### config.mk
export PLATFORM = sky130hd
export DESIGN_NAME = dct_top
export DESIGN_NICKNAME = d
export VERILOG_FILES = /design/src/dct_timer.v /design/src/dct_top.v
export VERILOG_INCLUDE_DIRS = /design/src /design/src/inc
export SDC_FILE = /design/constraint.sdc
export NUM_CORES = 1
export LEC_CHECK = 0
export BUFFER_PORTS_ARGS = -buffer_cell sky130_fd_sc_hd__buf_2
export CORE_MARGIN = 1.5
export CORE_UTILIZATION = 50
export CTS_BUF_LIST = sky130_fd_sc_hd__clkbuf_2 sky130_fd_sc_hd__clkbuf_4 sky130_fd_sc_hd__clkbuf_8
export DETAILED_ROUTE_END_ITERATION = 12
export PLACE_DENSITY_LB_ADDON = 0.25
export SKIP_CTS_REPAIR_TIMING = 1
export SYNTH_ARGS = -nofsm -noshare
export SYNTH_HDL_FRONTEND = slang
export SYNTH_HIERARCHICAL = 1
export SYNTH_SLANG_ARGS = --single-unit
export TNS_END_PERCENT = 100
### constraint.sdc
create_clock -name sys_clk_i -period 4.5 [get_ports sys_clk_i]
set_input_delay 0 -clock sys_clk_i [delete_from_list [all_inputs] [get_ports sys_clk_i]]
set_output_delay 0 -clock sys_clk_i [all_outputs]
set_load 0.02 [all_outputs]
### src/inc/dct_regs.vh
// Register map, field positions, reset values, source codes and bus response codes of the dual countdown timer
`ifndef DCT_REGS_VH
`define DCT_REGS_VH
`define DCT_IDX_CTRL1     8'h24
`define DCT_IDX_CTRL2     8'h25
`define DCT_IDX_DATA1     8'h26
`define DCT_IDX_DATA2     8'h27
`define DCT_IDX_IRQ_STAT  8'h28
`define DCT_IDX_IRQ_MASK  8'h29
`define DCT_IDX_CNT1      8'h2a
`define DCT_IDX_CNT2      8'h2b
`define DCT_ADDR_W        10
`define DCT_B_EN          7
`define DCT_B_LOAD        6
`define DCT_B_SRC_HI      5
`define DCT_B_SRC_LO      4
`define DCT_B_EDGE        3
`define DCT_B_PS_HI       2
`define DCT_CTRL_RST      8'h40
`define DCT_DATA_RST      8'hff
`define DCT_SRC_SYS       2'b00
`define DCT_SRC_EXT       2'b01
`define DCT_SRC_CHAIN     2'b10
`define DCT_B_FLAG1       4
`define DCT_B_FLAG2       5
`define DCT_FLAG_MASK     8'h30
`define DCT_RESP_OKAY     2'b00
`define DCT_RESP_SLVERR   2'b10
`endif

### src/dct_timer.v
// One 8-bit countdown timer with prescaler and immediate or deferred load
`include "dct_regs.vh"
module dct_timer (
  // Clock and reset
  input  wire       sys_clk_i,
  input  wire       rst_i,
  // Control
  input  wire [7:0] ctrl_i,
  input  wire       tick_i,
  // Data register write
  input  wire       wr_i,
  input  wire [7:0] wdata_i,
  // State
  output wire [7:0] count_o,
  output wire [7:0] preload_o,
  output wire       ovf_o
);
  reg  [7:0] count_ff;
  reg  [7:0] preload_ff;
  reg  [6:0] pre_ff;
  reg        pending_ff;
  wire       enable;
  wire       load_now;
  wire [2:0] ps;
  wire       pre_done;
  wire       dec;

  assign enable   = ctrl_i[`DCT_B_EN];
  assign load_now = ctrl_i[`DCT_B_LOAD];
  assign ps       = ctrl_i[`DCT_B_PS_HI:0];
  assign pre_done = (ps == 3'h0) ? 1'b1 : ((pre_ff & ((7'h01 << ps) - 7'h01)) == ((7'h01 << ps) - 7'h01));
  assign dec      = enable & tick_i & pre_done;
  assign ovf_o     = dec & (count_ff == 8'h00);
  assign count_o   = count_ff;
  assign preload_o = preload_ff;

  // Prescaler advances on each selected source tick while enabled
  always @(posedge sys_clk_i or posedge rst_i) begin
    if (rst_i) begin
      pre_ff <= 7'h00;
    end else if (enable & tick_i) begin
      pre_ff <= pre_done ? 7'h00 : pre_ff + 7'h01;
    end
  end

  // Counter, preload and deferred load
  always @(posedge sys_clk_i or posedge rst_i) begin
    if (rst_i) begin
      count_ff   <= `DCT_DATA_RST;
      preload_ff <= `DCT_DATA_RST;
      pending_ff <= 1'b0;
    end else begin
      if (wr_i) begin
        preload_ff <= wdata_i;
      end
      if (wr_i & load_now) begin
        count_ff   <= wdata_i;
        pending_ff <= 1'b0;
      end else if (ovf_o) begin
        count_ff   <= (wr_i | pending_ff) ? (wr_i ? wdata_i : preload_ff) : `DCT_DATA_RST;
        pending_ff <= 1'b0;
      end else begin
        if (dec) begin
          count_ff <= count_ff - 8'h01;
        end
        if (wr_i) begin
          pending_ff <= 1'b1;
        end
      end
    end
  end
endmodule // dct_timer

### src/dct_top.v
// Dual 8-bit countdown timer with AXI4-Lite registers and interrupt
//
// Notes on behaviour
// - Timer one counts only while its control bit 7 is set.
// - Timer two counts only while its control bit 7 is set.
// - Timer one load mode 1: data write replaces the count at once.
// - Timer one load mode 0: data write waits, loads at next overflow.
// - Timer two uses the same load mode behaviour on its data register.
// - Timer one source 00 is the system clock.
// - Timer one other sources: external input, or timer two chaining 16 bits.
// - Timer two source 00 is the system clock.
// - Timer two source 10 is clocked by timer one, 16-bit chain.
// - Timer one bit 3 picks external edge: 1 falling, 0 rising.
// - Timer two bit 3 picks external edge: 1 falling, 0 rising.
// - Both data registers reset to all ones.
// - Each timer counts down 8 bits; chained pair counts 16 bits.
// - Overflow of timer one or two sets status bit 4 or 5.
// - Control registers reset with only the load-mode bit set.
//
// Register map, one byte register per word, byte address = index * 4
//   0x90 first timer control      0x94 second timer control
//   0x98 first timer data         0x9c second timer data
//   0xa0 overflow status          0xa4 overflow interrupt mask
//   0xa8 first preload, read only 0xac second preload, read only
// Control byte: bit 7 enable, bit 6 load mode, bits 5:4 source,
//   bit 3 external edge, bits 2:0 prescale power of two
//
// Design notes
// - Data registers read back the running count; the preloads read apart.
// - Timer one chained from timer two steps one cycle after that overflow,
//   so the chained pair settles one cycle after the low half wraps.
// - An overflow with no pending preload reloads all ones, a full period.
// - The external input is taken as synchronous; each level must stand
//   for at least one clock so that both edges are seen.
// - Prescale ps steps the count on every 2^ps selected ticks.
// - Status bits 4 and 5 are cleared by writing ones; a new overflow in the
//   same cycle wins over the clear.
// - The mask keeps bits 4 and 5 only; irq_o is a level.
// - A write to a mapped register with byte lane 0 strobe low is answered OKAY and ignored.
// - Addresses with bits 11:10 nonzero answer SLVERR and change nothing.
// - Write answer comes two cycles after both halves arrive together;
//   read data one cycle after the address. One of each at a time.
//
// Implementation choice: the AXI4-Lite slave port.
`include "dct_regs.vh"
module dct_top (
  // Clock and reset
  input  wire        sys_clk_i,
  input  wire        rst_i,
  // External count input
  input  wire        external_count_input_i,
  // AXI4-Lite write address
  input  wire        s_axi_awvalid_i,
  output wire        s_axi_awready_o,
  input  wire [11:0] s_axi_awaddr_i,
  input  wire [2:0]  s_axi_awprot_i,
  // AXI4-Lite write data
  input  wire        s_axi_wvalid_i,
  output wire        s_axi_wready_o,
  input  wire [31:0] s_axi_wdata_i,
  input  wire [3:0]  s_axi_wstrb_i,
  // AXI4-Lite write response
  output wire        s_axi_bvalid_o,
  input  wire        s_axi_bready_i,
  output wire [1:0]  s_axi_bresp_o,
  // AXI4-Lite read address
  input  wire        s_axi_arvalid_i,
  output wire        s_axi_arready_o,
  input  wire [11:0] s_axi_araddr_i,
  input  wire [2:0]  s_axi_arprot_i,
  // AXI4-Lite read data
  output wire        s_axi_rvalid_o,
  input  wire        s_axi_rready_i,
  output wire [31:0] s_axi_rdata_o,
  output wire [1:0]  s_axi_rresp_o,
  // Interrupt
  output wire        irq_o
);
  // Software registers
  reg  [7:0]  ctrl1_ff;
  reg  [7:0]  ctrl2_ff;
  reg  [7:0]  stat_ff;
  reg  [7:0]  mask_ff;
  reg         ext_prev_ff;
  reg         ovf2_ff;
  // Register bus state
  reg         aw_got_ff;
  reg  [7:0]  aw_idx_ff;
  reg         w_got_ff;
  reg  [7:0]  w_data_ff;
  reg         w_lane_ff;
  reg         bvalid_ff;
  reg  [1:0]  bresp_ff;
  reg         rvalid_ff;
  reg  [31:0] rdata_ff;
  reg  [1:0]  rresp_ff;
  // Combinational selections
  reg  [31:0] nxt_rdata;
  reg         nxt_rhit;
  reg         tick1;
  reg         tick2;
  // Source ticks and timer wiring
  wire        ext_rise;
  wire        ext_fall;
  wire        ext_tick1;
  wire        ext_tick2;
  wire [1:0]  src1;
  wire [1:0]  src2;
  wire [7:0]  cnt1;
  wire [7:0]  cnt2;
  wire [7:0]  pre1;
  wire [7:0]  pre2;
  wire        ovf1;
  wire        ovf2;
  // Bus decode
  wire        wr_fire;
  wire        wr_d1;
  wire        wr_d2;
  wire [7:0]  ar_idx;
  wire [7:0]  aw_idx;

  // Edge detection on the synchronous external count input
  assign ext_rise = external_count_input_i & ~ext_prev_ff;
  assign ext_fall = ~external_count_input_i & ext_prev_ff;
  always @(posedge sys_clk_i or posedge rst_i) begin
    if (rst_i) begin
      ext_prev_ff <= 1'b0;
    end else begin
      ext_prev_ff <= external_count_input_i;
    end
  end

  // Timer two overflow, registered for the timer one chain; a direct path
  // both ways would close a combinational loop through the source muxes
  always @(posedge sys_clk_i or posedge rst_i) begin
    if (rst_i) begin
      ovf2_ff <= 1'b0;
    end else begin
      ovf2_ff <= ovf2;
    end
  end

  assign ext_tick1 = ctrl1_ff[`DCT_B_EDGE] ? ext_fall : ext_rise;
  assign ext_tick2 = ctrl2_ff[`DCT_B_EDGE] ? ext_fall : ext_rise;
  assign src1 = ctrl1_ff[`DCT_B_SRC_HI:`DCT_B_SRC_LO];
  assign src2 = ctrl2_ff[`DCT_B_SRC_HI:`DCT_B_SRC_LO];

  // Timer one source selection
  always @* begin
    case (src1)
      `DCT_SRC_SYS: tick1 = 1'b1;
      `DCT_SRC_EXT: tick1 = ext_tick1;
      // chained from timer two, one cycle behind
      default: tick1 = ovf2_ff;
    endcase
  end

  // Timer two source selection
  always @* begin
    case (src2)
      `DCT_SRC_SYS: tick2 = 1'b1;
      `DCT_SRC_CHAIN: tick2 = ovf1;
      default: tick2 = ext_tick2;
    endcase
  end

  // AXI write path: address and data taken in either order
  assign s_axi_awready_o = ~aw_got_ff & ~bvalid_ff;
  assign s_axi_wready_o  = ~w_got_ff & ~bvalid_ff;
  assign s_axi_bvalid_o  = bvalid_ff;
  assign s_axi_bresp_o   = bresp_ff;
  assign wr_fire = aw_got_ff & w_got_ff & ~bvalid_ff;
  assign aw_idx  = aw_idx_ff;
  assign wr_d1   = wr_fire & w_lane_ff & (aw_idx == `DCT_IDX_DATA1);
  assign wr_d2   = wr_fire & w_lane_ff & (aw_idx == `DCT_IDX_DATA2);

  // Write halves, commit once both are held, then the response
  always @(posedge sys_clk_i or posedge rst_i) begin
    if (rst_i) begin
      aw_got_ff <= 1'b0;
      aw_idx_ff <= 8'h00;
      w_got_ff  <= 1'b0;
      w_data_ff <= 8'h00;
      w_lane_ff <= 1'b0;
      bvalid_ff <= 1'b0;
      bresp_ff  <= `DCT_RESP_OKAY;
    end else begin
      if (s_axi_awvalid_i & s_axi_awready_o) begin
        aw_got_ff <= 1'b1;
        aw_idx_ff <= (s_axi_awaddr_i[11:10] == 2'b00) ? s_axi_awaddr_i[9:2] : 8'h00;
      end
      if (s_axi_wvalid_i & s_axi_wready_o) begin
        w_got_ff  <= 1'b1;
        w_data_ff <= s_axi_wdata_i[7:0];
        w_lane_ff <= s_axi_wstrb_i[0];
      end
      if (wr_fire) begin
        aw_got_ff <= 1'b0;
        w_got_ff  <= 1'b0;
        bvalid_ff <= 1'b1;
        bresp_ff  <= ((aw_idx >= `DCT_IDX_CTRL1) && (aw_idx <= `DCT_IDX_CNT2)) ? `DCT_RESP_OKAY : `DCT_RESP_SLVERR;
      end else if (bvalid_ff & s_axi_bready_i) begin
        bvalid_ff <= 1'b0;
      end
    end
  end

  // Control, mask and status registers
  always @(posedge sys_clk_i or posedge rst_i) begin
    if (rst_i) begin
      // control resets to load mode only
      ctrl1_ff <= `DCT_CTRL_RST;
      ctrl2_ff <= `DCT_CTRL_RST;
      mask_ff  <= 8'h00;
      stat_ff  <= 8'h00;
    end else begin
      if (wr_fire & w_lane_ff & (aw_idx == `DCT_IDX_CTRL1)) begin
        ctrl1_ff <= w_data_ff;
      end
      if (wr_fire & w_lane_ff & (aw_idx == `DCT_IDX_CTRL2)) begin
        ctrl2_ff <= w_data_ff;
      end
      if (wr_fire & w_lane_ff & (aw_idx == `DCT_IDX_IRQ_MASK)) begin
        mask_ff <= w_data_ff & `DCT_FLAG_MASK;
      end
      // overflow sets flag, set wins over clear
      stat_ff <= ((wr_fire & w_lane_ff & (aw_idx == `DCT_IDX_IRQ_STAT)) ? (stat_ff & ~w_data_ff) : stat_ff)
                 | {2'b00, ovf2, ovf1, 4'h0};
    end
  end

  // Level interrupt from unmasked overflow flags
  assign irq_o = |(stat_ff & mask_ff);

  // AXI read path
  assign ar_idx          = (s_axi_araddr_i[11:10] == 2'b00) ? s_axi_araddr_i[9:2] : 8'h00;
  assign s_axi_arready_o = ~rvalid_ff;
  assign s_axi_rvalid_o  = rvalid_ff;
  assign s_axi_rdata_o   = rdata_ff;
  assign s_axi_rresp_o   = rresp_ff;

  // Read data selection; data registers show the running count
  always @* begin
    nxt_rdata = 32'h0000_0000;
    nxt_rhit  = 1'b1;
    case (ar_idx)
      `DCT_IDX_CTRL1:    nxt_rdata[7:0] = ctrl1_ff;
      `DCT_IDX_CTRL2:    nxt_rdata[7:0] = ctrl2_ff;
      `DCT_IDX_DATA1:    nxt_rdata[7:0] = cnt1;
      `DCT_IDX_DATA2:    nxt_rdata[7:0] = cnt2;
      `DCT_IDX_IRQ_STAT: nxt_rdata[7:0] = stat_ff;
      `DCT_IDX_IRQ_MASK: nxt_rdata[7:0] = mask_ff;
      `DCT_IDX_CNT1:     nxt_rdata[7:0] = pre1;
      `DCT_IDX_CNT2:     nxt_rdata[7:0] = pre2;
      default:           nxt_rhit = 1'b0;
    endcase
  end

  // Read answer: data and response stand until rready
  always @(posedge sys_clk_i or posedge rst_i) begin
    if (rst_i) begin
      rvalid_ff <= 1'b0;
      rdata_ff  <= 32'h0000_0000;
      rresp_ff  <= `DCT_RESP_OKAY;
    end else if (s_axi_arvalid_i & s_axi_arready_o) begin
      rvalid_ff <= 1'b1;
      rdata_ff  <= nxt_rdata;
      rresp_ff  <= nxt_rhit ? `DCT_RESP_OKAY : `DCT_RESP_SLVERR;
    end else if (rvalid_ff & s_axi_rready_i) begin
      rvalid_ff <= 1'b0;
    end
  end

  // two 8-bit timers, chained through overflow ticks
  dct_timer u_timer_one (
    .sys_clk_i (sys_clk_i),
    .rst_i     (rst_i),
    .ctrl_i    (ctrl1_ff),
    .tick_i    (tick1),
    .wr_i      (wr_d1),
    .wdata_i   (w_data_ff),
    .count_o   (cnt1),
    .preload_o (pre1),
    .ovf_o     (ovf1)
  );

  dct_timer u_timer_two (
    .sys_clk_i (sys_clk_i),
    .rst_i     (rst_i),
    .ctrl_i    (ctrl2_ff),
    .tick_i    (tick2),
    .wr_i      (wr_d2),
    .wdata_i   (w_data_ff),
    .count_o   (cnt2),
    .preload_o (pre2),
    .ovf_o     (ovf2)
  );
endmodule // dct_top

== After elaboration in Yosys (flattened, before gate mapping) ==
Index checks and enable logic that the tools add are counted.

* Register bits: 109
* Input bits: 74
* Output and inout bits: 42
* Word-level logic and storage cells: 150

* Add/subtract/negate cells: 6
* Magnitude comparators: 2
* Equal/unequal tests: 18
* Shift operators: 2
* Muxes and demuxes: 39
* Bitwise operators: 40
* Reductions and logical operators: 19

{| class="wikitable"
|+ Operator list
! operator !! number
|-
| $eq A8 B6 Y1 const B || 14
|-
| $mux W8 || 13
|-
| $pmux W8 S8 || 1
|-
| $and A1 B1 Y1 || 26
|-
| $mux W1 || 19
|-
| $logic_not A8 Y1 || 2
|-
| $reduce_or A8 Y1 || 2
|-
| $sub A8 B1 Y8 const B || 2
|-
| $add A7 B1 Y7 const B || 2
|-
| $and A7 B7 Y7 || 2
|-
| $eq A7 B7 Y1 || 2
|-
| $mux W7 || 2
|-
| $shl A1 B3 Y7 const A || 2
|-
| $sub A7 B1 Y7 const B || 2
|-
| $reduce_bool A3 Y1 || 4
|-
| $and A8 B6 Y8 || 1
|-
| $and A8 B8 Y8 || 1
|-
| $ge A8 B6 Y1 const B || 1
|-
| $le A8 B6 Y1 const B || 1
|-
| $logic_not A2 Y1 || 4
|-
| $not A8 Y8 || 1
|-
| $or A8 B6 Y8 || 1
|-
| $reduce_bool A2 Y1 || 4
|-
| $logic_not A3 Y1 || 2
|-
| other kinds (7) || 15
|}

== Logic depth before layout (Yosys ltp) ==
* Word-level depth: 13
* Mapped depth: 17
* Depth with buffers taken out: 15

== By module ==
Netlist, hierarchy kept.

{| class="wikitable"
|+ Modules (own cells, without submodules)
! module !! times used !! cells an instance !! area each (um^2) !! seq. area each (um^2)
|-
| dct_top || 1 || 308 || 3,115.5 || 1,478.9
|-
| dct_timer at u_timer_two || 1 || 163 || 1,539.0 || 620.6
|-
| dct_timer at u_timer_one || 1 || 161 || 1,521.5 || 620.6
|}

== Least setup slack after synthesis ==
OpenSTA, ideal clock, no wires.

* Kind: register to register
* From: register ctrl1_ff[1]
* To: register u_timer_two.count_ff[5] (netlist: u_timer_two/count_o[5])
* Setup time: 83 ps
* Arrival: 3,950 ps
* Required time: 4,417 ps
* Path slack: 467 ps
* Cell stages (with the launch flop): 17
* Path buffers: 1
* Clock period less this slack: 4,033 ps
* Cells stage by stage: dfrtp_1 > buf_6 > nor3_1 > inv_1 > ha_1 > or3b_1 > a21oi_1 > or4_4 > o21ai_4 > nor2b_1 > o31a_1 > and4b_1 > nand2_2 > nor4b_1 > a22oi_1 > and3_1 > a221o_1

* Longest elaborated chain between the ends: 13
* Elaborated cells between the ends (all ways): 15
* Classes of those cells: add/sub: 1; eq/ne: 1; shift: 1; mux: 4; bitwise: 6; reduce/logical: 2

{| class="wikitable"
|+ RTL lines
! item !! RTL line !! text
|-
| start, declared || dct_top.v:80 || <nowiki>reg [7:0] ctrl1_ff;</nowiki>
|-
| start signal, assigned || dct_top.v:212 || <nowiki>ctrl1_ff <= `DCT_CTRL_RST;</nowiki>
|-
| start signal, assigned || dct_top.v:218 || <nowiki>ctrl1_ff <= w_data_ff;</nowiki>
|-
| $shl A1 B3 Y7 || dct_timer.v:31 || <nowiki>assign pre_done = (ps == 3'h0) ? 1'b1 : ((pre_ff & ((7'h01 << ps) - 7'h01)) == ((7'h01 << ps) - 7'h01));</nowiki>
|-
| $sub A7 B1 Y7 || dct_timer.v:31 ||
|-
| $and A7 B7 Y7 || dct_timer.v:31 ||
|-
| $eq A7 B7 Y1 || dct_timer.v:31 ||
|-
| $mux W1 (*) || dct_timer.v:31 ||
|-
| $and A1 B1 Y1 (*) || dct_timer.v:32 || <nowiki>assign dec = enable & tick_i & pre_done;</nowiki>
|-
| $and A1 B1 Y1 (*) || dct_timer.v:33 || <nowiki>assign ovf_o = dec & (count_ff == 8'h00);</nowiki>
|-
| named net ovf1 || dct_top.v:113 || <nowiki>wire ovf1;</nowiki>
|-
| $pmux W1 S2 (*) || dct_top.v:160 || <nowiki>case (src2)</nowiki>
|-
| named net tick2 || dct_top.v:101 || <nowiki>reg tick2;</nowiki>
|-
| $and A1 B1 Y1 (*) (2 in a row) || dct_timer.v:32 ||
|-
| $and A1 B1 Y1 || dct_timer.v:33 ||
|-
| $mux W8 || dct_timer.v:59 || <nowiki>end else if (ovf_o) begin</nowiki>
|-
| $mux W8 || dct_timer.v:56 || <nowiki>if (wr_i & load_now) begin</nowiki>
|-
| end signal, assigned || dct_timer.v:57 || <nowiki>count_ff <= wdata_i;</nowiki>
|-
| end signal, assigned || dct_timer.v:60 || <nowiki>count_ff <= (wr_i | pending_ff) ? (wr_i ? wdata_i : preload_ff) : `DCT_DATA_RST;</nowiki>
|-
| end signal, assigned || dct_timer.v:64 || <nowiki>count_ff <= count_ff - 8'h01;</nowiki>
|-
| end, declared || dct_timer.v:18 || <nowiki>reg [7:0] count_ff;</nowiki>
|}

Mark *: on every way through the listed nets, which the timed path passes. The rest lies on a longest branch.
A chain may end at the register's enable or synchronous reset.

== Worst setup path after layout ==
* From: register ctrl1_ff[1]
* To: register u_timer_two.count_ff[0] (netlist: u_timer_two/count_o[0])

The elaborated chain is that of the path after synthesis.

==> flow_summary.yaml <==
logic_synthesis:
  synth.yosys.seq_area_share: 0.440
  ys_top_cells_by_area: "dfrtp_1 (30%), dfstp_2 (14%), mux2_2 (7.1%)"
  synth.ff_latch_count: 107
  ys_types: 80
  yosys_most_used_dff: "dfrtp_1"
  async_reset_ff_frac: 1.00
  synth_cells: 632
  synth_top_area_frac: 0.296
  yosys_warnings: 6
  synth.avg_cell_area_um2: 9.77
  yosysTopAreaCell: "dfrtp_1"
  synth_edf_count: 0
  syn-cell-area_um2: 6180
global_routing:
  grt_start_max_net_pins: 47
  grt_pass1_vias: 4755
  grt_overflow_total: 0
  grt_pass1_wl_um: 24400
  grt_use_total: 0.244
  antenna_found_initial: 0
place:
  place_congestion: 0.953
  port_buffers: 52
  hpwl_um: 11000
critical_path:
  critPathLaunch: "ctrl1_ff[1]$_DFFE_PP0P_"
  cp.required_ps: 4800
  worstReg2RegStart: "ctrl1_ff[1]$_DFFE_PP0P_"
  r2r_end: "u_timer_two/count_o[0]$_DFFE_PP1P_"
  critical_path_class: "register to register"
  start_kind: "register"
  arrival_ps: 4490
  critPathCaptureType: "register"
  cp_max_fo: 12
  ff2ff_setup_slack_ps: 310
  reg2regPathDepth: 16
cells_and_area:
  final_common_cell: "dfrtp_1"
  layout.nets: 780
  mostFrequentLayoutCells: "dfrtp_1 (73), nand2_1 (69), buf_2 (52), nor2_1 (44), mux2_2 (39)"
  antennaDiodeCount: 0
  n_fill_cell: 1090
  area.growth.synth_to_final_pct: 11.0
  seq_area_um2: 2720
  multi_input_area_um2: 3120
  drive_gt1_frac: 0.241
floorplanning:
  chipHeight_um: 114
  ios: 116
  rows: 40
  dieArea_um2: 13000
  start_util: 0.514
  coreArea_um2: 12000
  die_w_um: 114
timing:
  hold_viol: 6
  slew_headroom: 0.329
  max_freq_mhz: 239
  report.final.setup_viol: 0
  worstMarginPinSlew_ps: 1000
  setup_tns_ps: 0
  finClkSkew_ps: 14.3
  drv_slew: 0
  fin_crit_ps: 4190
  hold-worst-slack_ps: -34.4
  finalCritPeriodShare: 0.931
  rsz0062_at_grt: "false"
drt:
  ant_nets: 0
  vias: 5040
  vias_per_cell: 5.92
  totalWireLength_um: 15400
  drt_first_pass_iters: 5
  drt_iter0_markers: 353
  drc_errors: 0
  routedWlPerCell_um: 18.1
pwr:
  cellPowerDensity_nw_per_um2: 358
  power_leakage_nw: 3.00
  power_mw: 2.45
  worst_ir_drop_vdd_mv: 0.311
cts:
  cts_buffers: 9
  h-tree-depth: 3
  cts_sinks: 107
  cts-root-buf: "clkbuf_8"
  clock_path_buffers: 2
  cts_tree: "built"
  clkTransAtPathRegs_ps: 100
  clock_latency_ps: 400
min_path:
  hold_path_class: "input port to register"
  min_path_cells: 4
  min_from: "s_axi_awaddr_i[10]"
  hold_end: "aw_idx[6]$_DFFE_PP0P_"
status:
  status: "finished, violations left"
  violations: "hold timing"
flow_run:
  cap_violations: 0
==> per-layer routing <==
layer | track usage | up-vias | part of all wire
met5 | 0 | - | 0
met4 | 0.0683 | 0 | 0.017
met2 | 0.374 | 185 | 0.46
met3 | 0.0699 | 21 | 0.066
li1 | - | 2368 | -
met1 | 0.339 | 2466 | 0.46
==> final cells by class <==
class / count / share of cell area
Sequential cell: 107 / 0.397
Clock inverter: 5 / 0.00548
Tap cell: 147 / 0.0268
Multi-Input combinational cell: 470 / 0.455
Clock buffer: 10 / 0.0192
Inverter: 28 / 0.0153
Timing Repair Buffer: 84 / 0.0818
==> logic make-up after synthesis <==
group           count (synthesis)  share of synthesized area
fa+ha+maj                       6                     0.0122
other cells                     1                   0.000607
xor+xnor                       13                     0.0184
simple gates                  218                      0.189
compound gates                153                      0.173
buf+inv                        80                     0.0715
flops                         107                      0.440
mux                            54                     0.0954
==> report_power, final <==
part	total [mW]	internal [mW]	switching (mW)	leakage, nW
registers	1.34	1.10	0.240	1.32
logic	0.564	0.245	0.319	1.59
clock network	0.547	0.210	0.337	0.0899
total	2.45	1.55	0.896	3.00
==> metrics by stage <==
| stage | utilization | hold WS (ps) | worst slack [ps] | cell area, um2 | instances |
|---|---|---|---|---|---|
| final | 0.571 | -34.4 | 309 | 6860 | 851 |
| after global routing | 0.571 | 1.91 | 46.9 | 6860 | 851 |
| after CTS | 0.550 | -454 | 197 | 6610 | 827 |
| after detailed placement | 0.536 | -12.8 | 229 | 6440 | 812 |
| after global placement | 0.536 | -21.0 | 393 | 6440 | 812 |
| after floorplan | - | 2.76 | 467 | 6270 | 657 |
==> sequential cells by signal, indices dropped and copies added (netlist names), 2 cells and up <==
register	cells
u_timer_two/pre_ff	7
stat_ff	8
u_timer_two/preload_o	8
u_timer_two/count_o	8
w_data_ff	8
aw_idx	8
u_timer_one/preload_o	8
s_axi_rdata_o	8
u_timer_one/count_o	8
mask_ff	2
ctrl1_ff	8
u_timer_one/pre_ff	7
ctrl2_ff	8
==> how the worst max path moves through the flow <==
stage                                               to  slack (ps)
floorplan           u_timer_two/count_o[5]$_DFFE_PP1P_         470
global placement    u_timer_two/count_o[0]$_DFFE_PP1P_         390
detailed placement  u_timer_two/count_o[0]$_DFFE_PP1P_         230
CTS                 u_timer_two/count_o[0]$_DFFE_PP1P_         200
global route        u_timer_two/count_o[0]$_DFFE_PP1P_          50
finish              u_timer_two/count_o[0]$_DFFE_PP1P_         310
==> critical path, cell delays in order (launching register included) <==
cell and delay (ps):
dfrtp_1 510, nor3_1 280, inv_1 80, ha_1 280, or3b_1 200, a21oi_1 60
or4_4 580, o21ai_4 160, nor2b_2 250, o31a_1 210, and4b_1 270, nand2_2 130
nor4b_2 370, buf_4 190, or2b_1 220, a211oi_1 240, a311oi_1 70
==> cells in the mapped netlist (all sizes together) (4+ instances only) <==
| master | instances |
|---|---|
| ha | 6 |
| nand3 | 5 |
| or4b | 4 |
| inv | 28 |
| and3 | 12 |
| nor4 | 5 |
| clkbuf | 14 |
| buf | 38 |
| o211ai | 5 |
| o32ai | 4 |
| nor3 | 19 |
| a2111oi | 5 |
| nand4 | 5 |
| a2bb2oi | 5 |
| a221o | 7 |
| nand2b | 9 |
| and2 | 5 |
| or3 | 6 |
| xor2 | 10 |
| a31oi | 6 |
| nor2 | 44 |
| o21ai | 40 |
| a211oi | 6 |
| a21oi | 30 |
| a21o | 6 |
| a22oi | 6 |
| mux2i | 15 |
| nor3b | 6 |
| nor4b | 5 |
| nor2b | 7 |
| dfstp | 34 |
| a21boi | 7 |
| dfrtp | 73 |
| mux2 | 39 |
| nand2 | 70 |
(Power assumes the default switching activity.)
